$ cat config.mk
export PLATFORM = sky130hd
export DESIGN_NAME = drive_status_word_monitor
export DESIGN_NICKNAME = d
export VERILOG_FILES = /design/src/pkg/drive_monitor_pkg.sv /design/src/design/drive_status_word_monitor.sv
export SDC_FILE = /design/constraint.sdc
export NUM_CORES = 1
export LEC_CHECK = 0
export ABC_AREA = 1
export BUFFER_PORTS_ARGS = -buffer_cell sky130_fd_sc_hd__buf_2
export CAP_MARGIN = 20
export CORE_MARGIN = 4
export CORE_UTILIZATION = 55
export DETAILED_ROUTE_END_ITERATION = 16
export PLACE_DENSITY = 0.79
export SLEW_MARGIN = 30
export SYNTH_ARGS = -nofsm -noshare
export SYNTH_HDL_FRONTEND = slang
export SYNTH_SLANG_ARGS = --single-unit
$ cat constraint.sdc
create_clock -name pclk -period 4.1 [get_ports pclk]
set_input_delay 0.205 -clock pclk [delete_from_list [all_inputs] [get_ports pclk]]
set_output_delay 0.205 -clock pclk [all_outputs]
set_load 0.01 [all_outputs]
$ cat src/pkg/drive_monitor_pkg.sv
// register map, field positions and encodings of the drive status monitor
package drive_monitor_pkg;

    localparam int unsigned ADDR_W = 12;

    // register byte offsets
    localparam logic [11:0] OFF_STATUS_WORD = 12'h000;
    localparam logic [11:0] OFF_REF_CHANNEL = 12'h004;
    localparam logic [11:0] OFF_PRE_RAMP    = 12'h008;
    localparam logic [11:0] OFF_HIGH_SPEED  = 12'h00C;
    localparam logic [11:0] OFF_LOW_SPEED   = 12'h010;
    localparam logic [11:0] OFF_CONFIG      = 12'h014;
    localparam logic [11:0] OFF_IRQ_STATUS  = 12'h018;
    localparam logic [11:0] OFF_IRQ_MASK    = 12'h01C;

    // status word bit positions
    localparam int unsigned BIT_READY_SW_ON = 0;
    localparam int unsigned BIT_SWITCHED_ON = 1;
    localparam int unsigned BIT_OP_ENABLED  = 2;
    localparam int unsigned BIT_ERROR       = 3;
    localparam int unsigned BIT_VOLTAGE     = 4;
    localparam int unsigned BIT_QUICK_STOP  = 5;
    localparam int unsigned BIT_SW_ON_DIS   = 6;
    localparam int unsigned BIT_WARNING     = 7;
    localparam int unsigned BIT_REMOTE      = 9;
    localparam int unsigned BIT_REF_REACHED = 10;
    localparam int unsigned BIT_LIMIT       = 11;
    localparam int unsigned BIT_STOP_KEY    = 14;
    localparam int unsigned BIT_DIRECTION   = 15;

    // frequency in 0.1 Hz units, signed
    localparam int unsigned FREQ_W = 16;
    localparam logic signed [15:0] FREQ_ABS_MAX = 16'sh1766; // 599.0 Hz

    // reset values of the writable registers
    localparam logic [15:0] RST_HIGH_SPEED = 16'h01F4; // 50.0 Hz
    localparam logic [15:0] RST_LOW_SPEED  = 16'h0000;
    localparam logic [1:0]  RST_PROFILE    = 2'h0;
    localparam logic [3:0]  RST_IRQ_MASK   = 4'h0;

    // config register fields
    localparam int unsigned CFG_PROFILE_LSB = 0;

    // interrupt status bit positions
    localparam int unsigned IRQ_ERROR    = 0;
    localparam int unsigned IRQ_WARNING  = 1;
    localparam int unsigned IRQ_LIMIT    = 2;
    localparam int unsigned IRQ_CHANNEL  = 3;
    localparam int unsigned IRQ_W        = 4;

    typedef enum logic [1:0] {
        combined_profile = 2'h0,
        separate_profile = 2'h1,
        io_profile       = 2'h2
    } profile_select_t;

    typedef enum logic [2:0] {
        chan_terminals = 3'h0,
        chan_display   = 3'h1,
        chan_modbus    = 3'h2,
        chan_canopen   = 3'h3,
        chan_fieldbus  = 3'h4,
        chan_ethernet  = 3'h5,
        chan_pc_tool   = 3'h6
    } ref_channel_t;

    // drive state machine states, one-hot
    typedef enum logic [6:0] {
        st_not_ready     = 7'h01,
        st_sw_on_disable = 7'h02,
        st_ready         = 7'h04,
        st_switched_on   = 7'h08,
        st_op_enabled    = 7'h10,
        st_quick_stop    = 7'h20,
        st_fault         = 7'h40
    } drive_state_t;

endpackage : drive_monitor_pkg

$ cat src/design/drive_status_word_monitor.sv
// apb register bank that builds and reports the drive status word
`timescale 1ns/1ns

// Notes on behaviour
// RULE_01: bit 0 ready to switch on
// RULE_02: bit 1 switched on or ready
// RULE_03: bit 2 operation enabled, running
// RULE_04: bit 3 error, bit 7 warning
// RULE_05: bit 4 power stage supply present
// RULE_06: bit 5 low on quick stop, io one
// RULE_07: bit 6 switch-on disabled
// RULE_08: bits 0,1,2,3,5,6 encode drive state
// RULE_09: same numeric word in both profiles
// RULE_10: bit 9 network versus display source
// RULE_11: bit 10 target reference reached
// RULE_12: bit 11 reference outside speed limits
// RULE_13: bit 14 stop by keypad key
// RULE_14: bit 15 reverse output rotation
// RULE_15: read-only active reference channel
// RULE_16: option channels only with module inserted
// RULE_17: signed pre-ramp reference readable
// RULE_18: reference clamped to high speed, 599.0
// RULE_19: bits 8,12,13 zero; io 9,14,15 zero
module drive_status_word_monitor
    import drive_monitor_pkg::*;
(
    input  wire logic                            pclk,
    input  wire logic                            presetn,
    input  wire logic                            psel,
    input  wire logic                            penable,
    input  wire logic                            pwrite,
    input  wire logic [drive_monitor_pkg::ADDR_W-1:0] paddr,
    input  wire logic [31:0]                     pwdata,
    input  wire logic [3:0]                      pstrb,
    output logic      [31:0]                     prdata,
    output logic                                 pready,
    output logic                                 pslverr,
    input  wire logic [6:0]                      drive_state,
    input  wire logic                            supply_present,
    input  wire logic                            warning_active,
    input  wire logic                            ref_reached,
    input  wire logic                            remote_source,
    input  wire logic                            stop_key_pressed,
    input  wire logic                            reverse_rotation,
    input  wire logic [2:0]                      requested_channel,
    input  wire logic                            canopen_inserted,
    input  wire logic                            fieldbus_inserted,
    input  wire logic signed [15:0]              raw_reference,
    output logic      [15:0]                     drive_status_word,
    output logic      [2:0]                      active_channel,
    output logic signed [15:0]                   pre_ramp_reference,
    output logic                                 irq
);
    import drive_monitor_pkg::*;

    // external condition inputs come from other domains
    logic [6:0]  state_s1, state_s2;
    logic [6:0]  flags_s1, flags_s2;
    logic [2:0]  chan_s1, chan_s2;
    logic [1:0]  opt_s1, opt_s2;
    logic [15:0] ref_s1, ref_s2;

    always_ff @(posedge pclk or negedge presetn) begin
        if (!presetn) begin
            state_s1 <= 7'h01;
            state_s2 <= 7'h01;
            flags_s1 <= 7'h00;
            flags_s2 <= 7'h00;
            chan_s1  <= 3'h0;
            chan_s2  <= 3'h0;
            opt_s1   <= 2'h0;
            opt_s2   <= 2'h0;
            ref_s1   <= 16'h0000;
            ref_s2   <= 16'h0000;
        end else begin
            state_s1 <= drive_state;
            state_s2 <= state_s1;
            flags_s1 <= {supply_present, warning_active, ref_reached, remote_source,
                         stop_key_pressed, reverse_rotation, 1'b0};
            flags_s2 <= flags_s1;
            chan_s1  <= requested_channel;
            chan_s2  <= chan_s1;
            opt_s1   <= {canopen_inserted, fieldbus_inserted};
            opt_s2   <= opt_s1;
            ref_s1   <= raw_reference;
            ref_s2   <= ref_s1;
        end
    end

    // a multi-bit word is taken only when two samples in a row agree, so a word
    // caught mid-change never reaches the status logic; costs one more edge
    logic [6:0]  state_q;
    logic [2:0]  chan_q;
    logic [15:0] ref_q;
    wire logic state_even = state_s1 == state_s2;
    wire logic chan_even  = chan_s1 == chan_s2;
    wire logic ref_even   = ref_s1 == ref_s2;

    always_ff @(posedge pclk or negedge presetn) begin
        if (!presetn) begin
            state_q <= 7'h01;
            chan_q  <= 3'h0;
            ref_q   <= 16'h0000;
        end else begin
            if (state_even)
                state_q <= state_s2;
            if (chan_even)
                chan_q <= chan_s2;
            if (ref_even)
                ref_q <= ref_s2;
        end
    end

    wire logic sup_w    = flags_s2[6];
    wire logic warn_w   = flags_s2[5];
    wire logic reach_w  = flags_s2[4];
    wire logic remote_w = flags_s2[3];
    wire logic key_w    = flags_s2[2];
    wire logic rev_w    = flags_s2[1];

    // software-written registers and the read-to-clear interrupt status
    logic [15:0]     high_speed_limit;
    logic [15:0]     low_speed_limit;
    logic [1:0]      profile_select;
    logic [IRQ_W-1:0] irq_status;
    logic [IRQ_W-1:0] irq_mask;

    // apb decode; zero wait states
    wire logic access   = psel && penable;
    wire logic wr_en    = access && pwrite;
    wire logic rd_en    = access && !pwrite;
    wire logic hit_sw   = paddr == OFF_STATUS_WORD;
    wire logic hit_ch   = paddr == OFF_REF_CHANNEL;
    wire logic hit_pr   = paddr == OFF_PRE_RAMP;
    wire logic hit_hs   = paddr == OFF_HIGH_SPEED;
    wire logic hit_ls   = paddr == OFF_LOW_SPEED;
    wire logic hit_cfg  = paddr == OFF_CONFIG;
    wire logic hit_ist  = paddr == OFF_IRQ_STATUS;
    wire logic hit_imk  = paddr == OFF_IRQ_MASK;
    wire logic hit_ro   = hit_sw || hit_ch || hit_pr || hit_ist;
    wire logic hit_rw   = hit_hs || hit_ls || hit_cfg || hit_imk;
    wire logic mapped   = hit_ro || hit_rw;
    // writes to read-only or unmapped words are errored and ignored
    wire logic bad_acc  = !mapped || (pwrite && hit_ro);
    wire logic wr_ok    = wr_en && !bad_acc;

    assign pready  = 1'b1;
    assign pslverr = access && bad_acc;

    // high speed limit saturates at the overall range
    wire logic [15:0] hs_wdata = pwdata[15:0];
    wire logic [15:0] hs_clip  = ($signed(hs_wdata) > FREQ_ABS_MAX) ? FREQ_ABS_MAX
                               : ($signed(hs_wdata) < 16'sh0000) ? 16'h0000 : hs_wdata; // RULE_18

    always_ff @(posedge pclk or negedge presetn) begin
        if (!presetn) begin
            high_speed_limit <= RST_HIGH_SPEED;
            low_speed_limit  <= RST_LOW_SPEED;
            profile_select   <= RST_PROFILE;
            irq_mask         <= RST_IRQ_MASK;
        end else if (wr_ok) begin
            if (hit_hs && pstrb[1:0] == 2'h3)
                high_speed_limit <= hs_clip;
            if (hit_ls && pstrb[1:0] == 2'h3)
                low_speed_limit <= pwdata[15:0];
            if (hit_cfg && pstrb[0])
                profile_select <= pwdata[CFG_PROFILE_LSB +: 2];
            if (hit_imk && pstrb[0])
                irq_mask <= pwdata[IRQ_W-1:0];
        end
    end

    // active channel; option channels fall back to terminals when absent
    wire logic chan_ok = !((chan_q == chan_canopen && !opt_s2[1])
                        || (chan_q == chan_fieldbus && !opt_s2[0])
                        || chan_q > chan_pc_tool);               // RULE_16
    wire logic [2:0] next_channel = chan_ok ? chan_q : chan_terminals; // RULE_15

    // clamp reference to +/- high speed limit
    wire logic signed [15:0] hs_pos = $signed(high_speed_limit);
    wire logic signed [15:0] hs_neg = -$signed(high_speed_limit);
    wire logic signed [15:0] ref_in = $signed(ref_q);
    wire logic signed [15:0] next_pre_ramp = (ref_in > hs_pos) ? hs_pos
                                           : (ref_in < hs_neg) ? hs_neg : ref_in; // RULE_18

    // limit check on magnitude against low and high speed
    wire logic [15:0] ref_mag   = ref_in[15] ? 16'(-ref_in) : 16'(ref_in);
    wire logic        out_limit = (ref_mag > high_speed_limit)
                               || (ref_mag < low_speed_limit && ref_mag != 16'h0000); // RULE_12

    // state decode
    wire logic in_fault  = state_q == st_fault;
    wire logic is_io     = profile_select == io_profile;

    logic [15:0] next_status;
    always_comb begin
        next_status = 16'h0000;                                   // RULE_19
        // state encoding identical in every profile except bit 5, which io profile holds at one
        case (state_q)                                            // RULE_08
            st_sw_on_disable: next_status[BIT_SW_ON_DIS] = 1'b1;  // RULE_07
            st_ready:         next_status[BIT_READY_SW_ON] = 1'b1; // RULE_01
            st_switched_on: begin
                next_status[BIT_READY_SW_ON] = 1'b1;
                next_status[BIT_SWITCHED_ON] = 1'b1;              // RULE_02
            end
            st_op_enabled: begin
                next_status[BIT_READY_SW_ON] = 1'b1;
                next_status[BIT_SWITCHED_ON] = 1'b1;
                next_status[BIT_OP_ENABLED]  = 1'b1;              // RULE_03
            end
            st_quick_stop: begin
                next_status[BIT_READY_SW_ON] = 1'b1;
                next_status[BIT_SWITCHED_ON] = 1'b1;
                next_status[BIT_OP_ENABLED]  = 1'b1;
            end
            st_fault: begin
                next_status[BIT_READY_SW_ON] = 1'b1;
                next_status[BIT_SWITCHED_ON] = 1'b1;
                next_status[BIT_OP_ENABLED]  = 1'b1;
            end
            default: next_status[BIT_READY_SW_ON] = 1'b0;
        endcase
        if (in_fault)
            next_status[BIT_OP_ENABLED] = 1'b0;
        next_status[BIT_ERROR]   = in_fault;                      // RULE_04
        next_status[BIT_WARNING] = warn_w;                        // RULE_04
        next_status[BIT_VOLTAGE] = sup_w;                         // RULE_05
        // quick stop low only in its own state; io profile reads one there too
        next_status[BIT_QUICK_STOP] = (state_q != st_quick_stop) || is_io; // RULE_06
        next_status[BIT_REF_REACHED] = reach_w;                   // RULE_11
        next_status[BIT_LIMIT]       = out_limit;                 // RULE_12
        // profile-specific bits stay zero in io profile
        if (!is_io) begin                                         // RULE_09
            next_status[BIT_REMOTE]    = remote_w;                // RULE_10
            next_status[BIT_STOP_KEY]  = key_w;                   // RULE_13
            next_status[BIT_DIRECTION] = rev_w;                   // RULE_14
        end
    end

    // registered outputs
    always_ff @(posedge pclk or negedge presetn) begin
        if (!presetn) begin
            drive_status_word  <= 16'h0000;
            active_channel     <= 3'h0;
            pre_ramp_reference <= 16'sh0000;
        end else begin
            drive_status_word  <= next_status;
            active_channel     <= next_channel;
            pre_ramp_reference <= next_pre_ramp;                  // RULE_17
        end
    end

    // interrupt events: rising error, warning, limit; channel change
    wire logic [IRQ_W-1:0] events;
    assign events[IRQ_ERROR]   = next_status[BIT_ERROR]   && !drive_status_word[BIT_ERROR];
    assign events[IRQ_WARNING] = next_status[BIT_WARNING] && !drive_status_word[BIT_WARNING];
    assign events[IRQ_LIMIT]   = next_status[BIT_LIMIT]   && !drive_status_word[BIT_LIMIT];
    assign events[IRQ_CHANNEL] = next_channel != active_channel;

    // set wins over the read-to-clear in the same cycle
    wire logic ist_clear = rd_en && hit_ist;
    always_ff @(posedge pclk or negedge presetn) begin
        if (!presetn)
            irq_status <= '0;
        else
            irq_status <= (ist_clear ? '0 : irq_status) | events;
    end

    assign irq = |(irq_status & irq_mask);

    // read mux, flop contents driven to prdata through the mux with no output register
    logic [31:0] rd_mux;
    always_comb begin
        rd_mux = 32'h0000_0000;
        if (hit_sw)  rd_mux[15:0] = drive_status_word;
        if (hit_ch)  rd_mux[2:0]  = active_channel;
        if (hit_pr)  rd_mux[15:0] = pre_ramp_reference;
        if (hit_hs)  rd_mux[15:0] = high_speed_limit;
        if (hit_ls)  rd_mux[15:0] = low_speed_limit;
        if (hit_cfg) rd_mux[1:0]  = profile_select;
        if (hit_ist) rd_mux[IRQ_W-1:0] = irq_status;
        if (hit_imk) rd_mux[IRQ_W-1:0] = irq_mask;
    end
    assign prdata = rd_en ? rd_mux : 32'h0000_0000;

endmodule : drive_status_word_monitor

==> results.py, run 1 <==
metrics = {
    "status": {
        "status": "finished, final reports clean",
    },
    "power_and_ir_drop": {
        "vdd_drop_max_v": 0.000316,
        "p_sw_frac": 0.273,
        "p_total_w": 0.00381,
        "switchingPower_w": 0.00104,
        "p_int_w": 0.00277,
        "seq_power_share": 0.476,
        "comb_power_share": 0.098,
        "power.density_mw_per_mm2": 347,
        "p_leak_nw": 5.85,
        "pwr-share-clk": 0.426,
    },
    "clock_tree": {
        "cts.sinks": 167,
        "post-cts-setup-buffers": 0,
        "clk_pin_slew_ns": 0.07,
        "cts.path.max_buffers": 2,
        "numCtsBuffers": 17,
        "clk_latency_ns": 0.44,
        "htreeDepth": 4,
        "post_cts_resized": 0,
        "cts_root_buf": "clkbuf_16",
        "ctsHoldBuffers": 35,
        "cts_tree": "yes",
    },
    "setup_path": {
        "ff2ff_setup_slack_ns": 0.76,
        "rr_worst_depth": 19,
        "path_max_fanout": 16,
        "r2r_end": "pre_ramp_reference[5]",
        "r2r-start": "high_speed_limit[1]",
        "cp.required_ns": 4.41,
        "end_kind": "register",
        "cp.arrival_ns": 3.65,
        "critPathKind": "reg -> reg",
        "start_kind": "register",
    },
    "synthesis": {
        "yosys.area.top_type_share": 0.428,
        "synth_seq_cells": 167,
        "netlist_top_cells_area": "dfrtp_1 43%, nand2_1 10%, ha_1 8.4%",
        "syn_inst": 1107,
        "yosys_warnings": 0,
        "syn_avg_cell_area_um2": 8.35,
        "synth-seq-area-share": 0.453,
        "post-synth-top-area-cell": "dfrtp_1",
        "syn_area_mm2": 0.00925,
        "yosysUniqueCellTypes": 49,
    },
    "routing": {
        "drc": 0,
        "drt_iter0_markers": 721,
        "drt-total-wl_um": 25100,
        "dr.pass1.iters": 5,
        "wire_per_inst_um": 16.8,
        "via_count": 8209,
        "drtAntennaViolNets": 0,
        "via_per_inst": 5.49,
    },
    "cells_and_area": {
        "antenna_cells": 0,
        "final_core_util": 0.663,
        "stdcell_count": 1494,
        "area_growth_pct": 18.5,
        "fin_nets": 1410,
        "layout-drive-gt1-share": 0.163,
    },
    "sta": {
        "fin_worst_skew_ns": 0.0182,
        "fin_crit_sh": 0.814,
        "post-route-min-period_ns": 3.34,
        "final_max_slew_viol_count": 0,
        "setup_violations": 0,
        "fin_hold_ws_ns": 0.0273,
        "fin_setup_tns_ns": 0,
        "hold_violations": 0,
        "rsz0062_at_grt": "false",
        "slew_headroom": 0.518,
        "worst_pin_slew_ns": 0.722,
        "clock.fmax_mhz": 300,
    },
    "global_routing": {
        "grt_max_degree": 117,
        "grtUsageTotal": 0.274,
        "antenna_found_initial": 0,
        "grt_pass1_wl_um": 39900,
        "grt_pass1_vias": 7964,
        "overflow": 0,
    },
    "floorplanning": {
        "die_x_um": 138,
        "rows": 47,
        "initial_core_util": 0.560,
        "die_h_um": 138,
        "coreArea_mm2": 0.0165,
        "dieArea_mm2": 0.0190,
        "ios": 157,
    },
    "placement": {
        "placed_cells": 1426,
        "numPortBuffers": 118,
        "hpwlAfterDp_um": 18600,
        "finalWeightedCongestion": 0.935,
    },
    "min_path": {
        "min_path_type": "in -> reg",
        "hold_path_depth": 3,
        "hold_end": "low_speed_limit[14]",
        "hp-start": "pwdata[14]",
    },
    "run": {
        "maxCapViolCount": 0,
    },
}
## layout make-up
cell class	count	area (um^2)
Fill cell	1379	5570
Multi-Input combinational cell	787	4370
Sequential cell	167	4190
Timing Repair Buffer	160	1020
Inverter	128	488
Clock buffer	17	425
Tap cell	220	275
Clock inverter	15	184
## worst max path at each step
stage	startpoint	to	slack, ns	cells past startpoint
6_report	high_speed_limit[1]	pre_ramp_reference[5]	0.76	19
5_1_grt	high_speed_limit[1]	pre_ramp_reference[5]	0.32	19
4_1_cts	high_speed_limit[1]	pre_ramp_reference[5]	0.79	19
3_5_place_dp	high_speed_limit[1]	pre_ramp_reference[13]	0.84	19
3_3_place_gp	high_speed_limit[1]	pre_ramp_reference[11]	0.88	19
2_1_floorplan	high_speed_limit[1]	pre_ramp_reference[10]	1.26	19
## cell usage in the layout (no fill, tap or decap), types with 4 or more instances in the layout
cell and count:
dfstp_2 9, dfrtp_1 158, conb_1 20, o21ai_2 6, xnor2_1 12, inv_1 116, buf_2 117, buf_4 6
o21ai_0 58, xor2_1 24, nor2_2 5, dlygate4sd3_1 35, nor2_1 85, nand2_1 247, ha_1 62, nor4_1 6
nand3_2 6, clkbuf_16 17, inv_8 4, a22o_1 5, inv_2 9, nand4_1 17, o21ai_1 15, a21oi_1 66
nand3_1 96, o211ai_1 12, nor3_1 13, inv_6 4
## flip-flops by register name (all words and copies together), names as in the netlist
name	cells
active_channel	3
chan_q	3
chan_s1	3
chan_s2	3
drive_status_word	13
flags_s1	6
flags_s2	6
high_speed_limit	15
irq_mask	4
irq_status	4
low_speed_limit	16
opt_s1	2
opt_s2	2
pre_ramp_reference	16
profile_select	2
ref_in	16
ref_s1	16
ref_s2	16
state_q	7
state_s1	7
state_s2	7
## logic make-up after synthesis
kind of cell | synth area share
adder cells (fa/ha/maj) | 0.0839
buffers and inverters | 0.0823
other | 0.000812
AO/OA/AOI/OAI | 0.111
flip-flops | 0.453
XOR/XNOR | 0.0341
AND/OR/NAND/NOR | 0.235
## per-stage QoR
stage          worst slack, ns  instance area, um^2
4_1_cts                  0.791                10900
3_5_place_dp             0.835                 9960
5_1_grt                  0.316                11000
2_1_floorplan             1.26                 9310
3_3_place_gp             0.883                 9960
6_report                 0.763                11000
## Yosys cell counts (all sizes together)
master	n
a2111oi	1
or3	1
a221oi	1
conb	2
nand3	103
nand3b	3
or2	3
a21o	2
inv	126
clkinv	2
nor2	92
o211ai	12
nand4	17
o2111ai	1
o21a	2
a31o	2
a22o	5
a211oi	3
nor3	14
ha	62
buf	33
xnor2	12
xor2	24
a211o	1
dfrtp	158
a21oi	66
nand2	252
dfstp	9
a31oi	3
clkbuf	10
nor4	6
o21ai	79
## critical path, cell delays in order, from the launching register on
cell     delay, ns
dfrtp_1       0.46
inv_1         0.15
ha_1          0.20
nand2_1       0.06
nor2_1        0.13
inv_1         0.10
nor3_1        0.24
nand2_1       0.12
o21ai_0       0.14
o21ai_0       0.15
ha_1          0.31
nand3_1       0.09
nor3_1        0.14
nand2_1       0.09
nand2_1       0.10
nand2_1       0.08
nand2_1       0.38
nand2_1       0.12
nand3_1       0.09
nand2_1       0.08
## power by group through the flow
stage	Clock (W)	Combinational (W)	Sequential, W
floorplan	0	0.000184	0.00184
global placement	0	0.000330	0.00183
detailed placement	0	0.000339	0.00184
CTS	0.00164	0.000370	0.00181
global route	0.00172	0.000416	0.00182
finish	0.00162	0.000373	0.00181
## per-layer routing
layer / vias up / wire length, um / share of wire / track usage
met1: 3869 / 10500 / 0.42 / 0.360
met2: 350 / 12000 / 0.48 / 0.453
met3: 56 / 1810 / 0.072 / 0.0464
li1: 3934 / - / - / -
met4: 0 / 773 / 0.031 / 0.111
met5: - / 0 / 0 / 0
Power figures use the tool's default switching activity.
==> run 2, diff against run 1 <==
==> constraint.sdc (replaced) <==
create_clock -name pclk -period 3.44 [get_ports pclk]
set_input_delay 0.172 -clock pclk [delete_from_list [all_inputs] [get_ports pclk]]
set_output_delay 0.172 -clock pclk [all_outputs]
set_load 0.01 [all_outputs]
==> run 2 against run 1 <==
Effect of this change:
- routed wire length fell by 0.88%
- critical path type unchanged
- cell area rose by 0.30%
- global-route usage fell by 0.34 points
- die area did not move
- final cell count rose by 0.40%
- sequential cell count did not move
- non-clock buffer count rose by 6
- largest power group unchanged
==> results.py, run 2 (same netlist as run 1, synthesis figures left out) <==
metrics = {
    "status": {
        "status": "finished, final reports clean",
    },
    "floorplanning": {
        "die_x_um": 138,
        "coreArea_mm2": 0.0165,
        "dieArea_mm2": 0.0190,
        "die_h_um": 138,
        "initial_core_util": 0.560,
        "ios": 157,
        "rows": 47,
    },
    "placement": {
        "hpwlAfterDp_um": 18800,
        "numPortBuffers": 118,
        "finalWeightedCongestion": 0.977,
    },
    "setup_path": {
        "critPathMaxStageDelay_ns": 0.43,
        "end_kind": "register",
        "start_kind": "register",
        "cp_cell_sequence": "inv_1 -> ha_1 -> nand2_1 -> nor2_1 -> nand2_1 -> nand2_1 -> nand3_1 -> nand2_1 -> inv_1 -> ha_1 -> nand4_1 -> nor3_1 -> o21ai_0 -> nand2_1 -> nand2_1 -> nand2_1 -> nand2_1 -> nand2_1",
        "slowest_stage": "dfrtp_1",
        "crit_top_cell": "nand2_1",
        "path_max_fanout": 7,
        "rr_worst_depth": 18,
        "ff2ff_setup_slack_ns": 0.27,
        "r2r_end": "irq_status[2]",
        "cp.required_ns": 3.80,
        "r2r-start": "ref_in[0]",
        "cp.arrival_ns": 3.53,
        "critPathKind": "reg -> reg",
    },
    "sta": {
        "post-route-min-period_ns": 3.17,
        "hold_violations": 0,
        "setup_violations": 0,
        "final_max_slew_viol_count": 0,
        "fin_worst_skew_ns": 0.0138,
        "clock.fmax_mhz": 315,
        "fin_setup_tns_ns": 0,
        "fin_crit_sh": 0.923,
        "slew_headroom": 0.481,
        "worst_pin_slew_ns": 0.778,
    },
    "cells_and_area": {
        "mostFrequentLayoutCell": "nand2_1",
        "multiInputGateArea_mm2": 0.00438,
        "final_core_util": 0.665,
        "layout-drive-gt1-share": 0.164,
        "final_cell_mix": "246 x nand2_1, 158 x dfrtp_1, 117 x buf_2, 116 x inv_1, 97 x nand3_1",
        "antenna_cells": 0,
        "area_growth_pct": 18.8,
        "regArea_mm2": 0.00419,
        "num-fill-cells": 1361,
        "fin_nets": 1416,
    },
    "power_and_ir_drop": {
        "p_leak_nw": 5.87,
        "p_sw_frac": 0.260,
        "power.density_mw_per_mm2": 414,
        "seq_power_share": 0.474,
        "comb_power_share": 0.098,
        "pwr-share-clk": 0.428,
        "switchingPower_w": 0.00118,
        "vdd_drop_max_v": 0.000414,
        "p_int_w": 0.00337,
    },
    "routing": {
        "drc": 0,
        "drt-total-wl_um": 24900,
        "via_per_inst": 5.50,
        "dr.pass1.iters": 6,
        "via_count": 8255,
        "drt_iter0_markers": 701,
        "wire_per_inst_um": 16.6,
        "drtAntennaViolNets": 0,
    },
    "clock_tree": {
        "cts_tree": "yes",
        "numCtsBuffers": 17,
        "cts.sinks": 167,
        "post-cts-setup-buffers": 0,
        "htreeDepth": 4,
        "cts_root_buf": "clkbuf_16",
        "clk_latency_ns": 0.43,
        "clk_pin_slew_ns": 0.07,
        "cts.path.max_buffers": 2,
    },
    "min_path": {
        "min_path_type": "in -> reg",
        "hp-start": "pwdata[12]",
        "hold_path_depth": 3,
        "hold_end": "low_speed_limit[12]",
    },
    "global_routing": {
        "grtUsageTotal": 0.271,
        "overflow": 0,
        "grt_pass1_wl_um": 39100,
        "antenna_found_initial": 0,
        "grt_pass1_vias": 7590,
        "grt_max_degree": 92,
    },
    "run": {
        "maxCapViolCount": 0,
    },
}
[run 2: what timing repair did]
item                                    in CTS  in global routing
endpoints found under the setup margin       0                 15
gates resized for setup                      0                  4
hold buffers                                38                  0
endpoints found under the hold margin      122                  0
[run 2: worst max path at each step]
| stage | startpoint | end | slack [ns] | depth (start not counted) |
|---|---|---|---|---|
| 2_1_floorplan | high_speed_limit[1] | pre_ramp_reference[10] | 0.60 | 19 |
| 3_5_place_dp | high_speed_limit[1] | pre_ramp_reference[14] | 0.12 | 19 |
| 3_3_place_gp | high_speed_limit[1] | pre_ramp_reference[0] | 0.19 | 19 |
| 5_1_grt | high_speed_limit[1] | pre_ramp_reference[12] | -0.01 | 19 |
| 4_1_cts | high_speed_limit[1] | pre_ramp_reference[14] | 0.1 | 19 |
| 6_report | ref_in[0] | irq_status[2] | 0.27 | 18 |
[run 2: stage by stage]
stage	total power (W)	instances	setup WS [ns]	instance area, um^2	hold WS (ns)
after CTS	0.00457	1500	0.0961	11000	0.00598
final	0.00455	1500	0.266	11000	0.0215
after detailed placement	0.00259	1430	0.120	9990	0.278
after global routing	0.00472	1500	-0.0137	11000	0.0307
after floorplan	0.00241	1125	0.602	9310	-0.124
after global placement	0.00258	1430	0.194	9990	0.279
[run 2: power by group through the flow]
stage	clock, W	sequential [W]	combinational [W]
2_1_floorplan	0	0.00219	0.000220
5_1_grt	0.00206	0.00216	0.000498
3_5_place_dp	0	0.00219	0.000407
4_1_cts	0.00197	0.00215	0.000446
3_3_place_gp	0	0.00218	0.000397
6_report	0.00195	0.00215	0.000445
[run 2: layout make-up]
class | instances | share of cell area
tap | 220 | 0.0251
multi-input combinational | 787 | 0.398
sequential | 167 | 0.381
inverter | 128 | 0.0444
timing repair buffer | 166 | 0.0961
clock inverter | 13 | 0.0146
clock buffer | 19 | 0.0403
[run 2: per-layer routing]
layer / routed length (um) / up-vias / share of wire / GRT usage
li1: - / 3944 / - / -
met1: 10300 / 3857 / 0.41 / 0.365
met2: 11700 / 398 / 0.47 / 0.434
met3: 2080 / 56 / 0.084 / 0.0530
met4: 801 / 0 / 0.032 / 0.105
met5: 0 / - / 0 / 0
[run 2: worst max-delay path, delay by kind of cell, from the launching register on]
kind / cells / cell delay, ns
adder cells (fa/ha/maj): 2 / 0.52
AO/OA/AOI/OAI: 1 / 0.15
buffers and inverters: 2 / 0.33
flip-flops: 1 / 0.43
AND/OR/NAND/NOR: 13 / 1.66
==> run 3, diff against run 2 <==
==> constraint.sdc (replaced) <==
create_clock -name pclk -period 3.44 [get_ports pclk]
set_input_delay 0.688 -clock pclk [delete_from_list [all_inputs] [get_ports pclk]]
set_output_delay 0.688 -clock pclk [all_outputs]
set_load 0.01 [all_outputs]
==> run 3 against run 2 <==
Effect of this change:
- sequential share of layout area rose by 1.4 points
- setup slack better by 0.028 ns
- fmax is 0.90% higher
- critical path type unchanged
- critical endpoint is now pre_ramp_reference[14]
- largest power group unchanged
==> results.py, run 3 (same netlist as run 1, synthesis figures left out) <==
metrics = {
    "run": {
        "maxCapViolCount": 0,
    },
    "sta": {
        "final_max_slew_viol_count": 0,
        "hold_violations": 0,
        "fin_crit_sh": 0.914,
        "post-route-min-period_ns": 3.15,
        "slew_headroom": 0.537,
        "fin_setup_tns_ns": 0,
        "worst_pin_slew_ns": 0.689,
        "rsz0062_at_grt": "false",
        "fin_worst_skew_ns": 0.0125,
        "setup_violations": 0,
        "clock.fmax_mhz": 318,
    },
    "placement": {
        "hpwlAfterDp_um": 18300,
        "numPortBuffers": 118,
        "placed_cells": 1430,
        "finalWeightedCongestion": 0.951,
    },
    "power_and_ir_drop": {
        "p_leak_nw": 5.69,
        "power.density_mw_per_mm2": 417,
        "p_total_w": 0.00442,
        "p_int_w": 0.00319,
        "seq_power_share": 0.488,
        "pwr-share-clk": 0.420,
        "vdd_drop_max_v": 0.000348,
        "comb_power_share": 0.092,
        "switchingPower_w": 0.00122,
        "p_sw_frac": 0.277,
    },
    "clock_tree": {
        "cts.sinks": 167,
        "numCtsBuffers": 17,
        "clk_pin_slew_ns": 0.07,
        "cts_root_buf": "clkbuf_16",
        "post-cts-setup-buffers": 0,
        "ctsHoldBuffers": 0,
        "cts.path.max_buffers": 2,
        "clk_latency_ns": 0.44,
        "cts_tree": "yes",
        "htreeDepth": 4,
    },
    "status": {
        "status": "finished, final reports clean",
    },
    "setup_path": {
        "end_kind": "register",
        "ff2ff_setup_slack_ns": 0.29,
        "start_kind": "register",
        "cp.required_ns": 3.74,
        "critPathKind": "reg -> reg",
        "path_max_fanout": 14,
        "cp.arrival_ns": 3.45,
    },
    "routing": {
        "wire_per_inst_um": 16.1,
        "drc": 0,
        "dr.pass1.iters": 5,
        "drt-total-wl_um": 23600,
        "via_count": 7998,
        "via_per_inst": 5.47,
        "drt_iter0_markers": 738,
        "drtAntennaViolNets": 0,
    },
    "floorplanning": {
        "rows": 47,
        "coreArea_mm2": 0.0165,
        "ios": 157,
        "die_h_um": 138,
        "dieArea_mm2": 0.0190,
        "initial_core_util": 0.560,
        "die_x_um": 138,
    },
    "cells_and_area": {
        "final_core_util": 0.642,
        "mostFrequentLayoutCell": "nand2_1",
        "final_cell_mix": "247 x nand2_1, 158 x dfrtp_1, 117 x buf_2, 114 x inv_1, 97 x nand3_1",
        "layout-drive-gt1-share": 0.172,
        "area_growth_pct": 14.7,
        "stdcell_count": 1462,
        "fin_nets": 1378,
        "antenna_cells": 0,
    },
    "global_routing": {
        "overflow": 0,
        "antenna_found_initial": 0,
        "grtUsageTotal": 0.259,
        "grt_pass1_vias": 7444,
        "grt_pass1_wl_um": 37600,
        "grt_max_degree": 75,
    },
    "min_path": {
        "min_path_type": "in -> async",
    },
}
## run 3: changes by cell type in the layout (fill, tap and decap cells not counted), sizes merged
cell,before,now
bufinv,2,0
inv,133,134
clkbuf,19,17
clkinvlp,1,4
dlygate4sd3,38,0
## run 3: worst paths after layout
path                                     startpoint                     end  cells past startpoint
worst min register to register          flags_s1[4]             flags_s2[4]                      0
worst min-delay path                        presetn             flags_s1[3]                      1
min in group pclk                       flags_s1[4]             flags_s2[4]                      0
max in group asynchronous                   presetn              chan_s2[1]                      2
worst max register to register  high_speed_limit[1]  pre_ramp_reference[14]                     17
worst max-delay path            high_speed_limit[1]  pre_ramp_reference[14]                     17
## run 3: critical path, stage by stage (launching register included)
cell	delay (ns)
dfrtp_1	0.45
nor3_1	0.29
nand2_1	0.12
nor2_2	0.21
nand4_1	0.20
nor3_1	0.30
ha_1	0.33
nand2_1	0.09
inv_1	0.05
nand3_1	0.07
inv_1	0.05
a21oi_1	0.17
nand2_1	0.11
nand2_1	0.08
buf_4	0.19
nand3_1	0.08
nand3_1	0.10
nand2_1	0.11
## run 3: metrics by stage
step | instance area [um^2] | worst slack (ns) | hold slack (ns)
finish | 10600 | 0.295 | 0.264
global route | 10600 | 0.0162 | 0.319
CTS | 10600 | 0.213 | 0.277
detailed placement | 10000 | 0.257 | 0.335
global placement | 10000 | 0.289 | 0.333
floorplan | 9310 | 0.602 | 0.331
## run 3: area by class of cell
type,instances,area (um^2)
Fill cell,1377,5920
Multi-Input combinational cell,787,4380
Sequential cell,167,4190
Timing Repair Buffer,128,688
Inverter,128,492
Clock buffer,17,425
Tap cell,220,275
Clock inverter,15,154
## run 3: power groups by stage
stage | Sequential, W | Clock (W) | Combinational (W)
4_1_cts | 0.00216 | 0.00189 | 0.000412
5_1_grt | 0.00217 | 0.00198 | 0.000461
6_report | 0.00216 | 0.00186 | 0.000407
2_1_floorplan | 0.00219 | 0 | 0.000220
3_3_place_gp | 0.00218 | 0 | 0.000399
3_5_place_dp | 0.00219 | 0 | 0.000408
## run 3: layer usage
layer | part of all wire | global-route usage
met5 | 0 | 0
met4 | 0.029 | 0.0981
met3 | 0.076 | 0.0457
met2 | 0.47 | 0.417
met1 | 0.43 | 0.352
## run 3: timing repair
| action | CTS | global route |
|---|---|---|
| resized for setup | 0 | 7 |
| endpoints found under the hold margin | 0 | 0 |
| endpoints found under the setup margin | 0 | 16 |
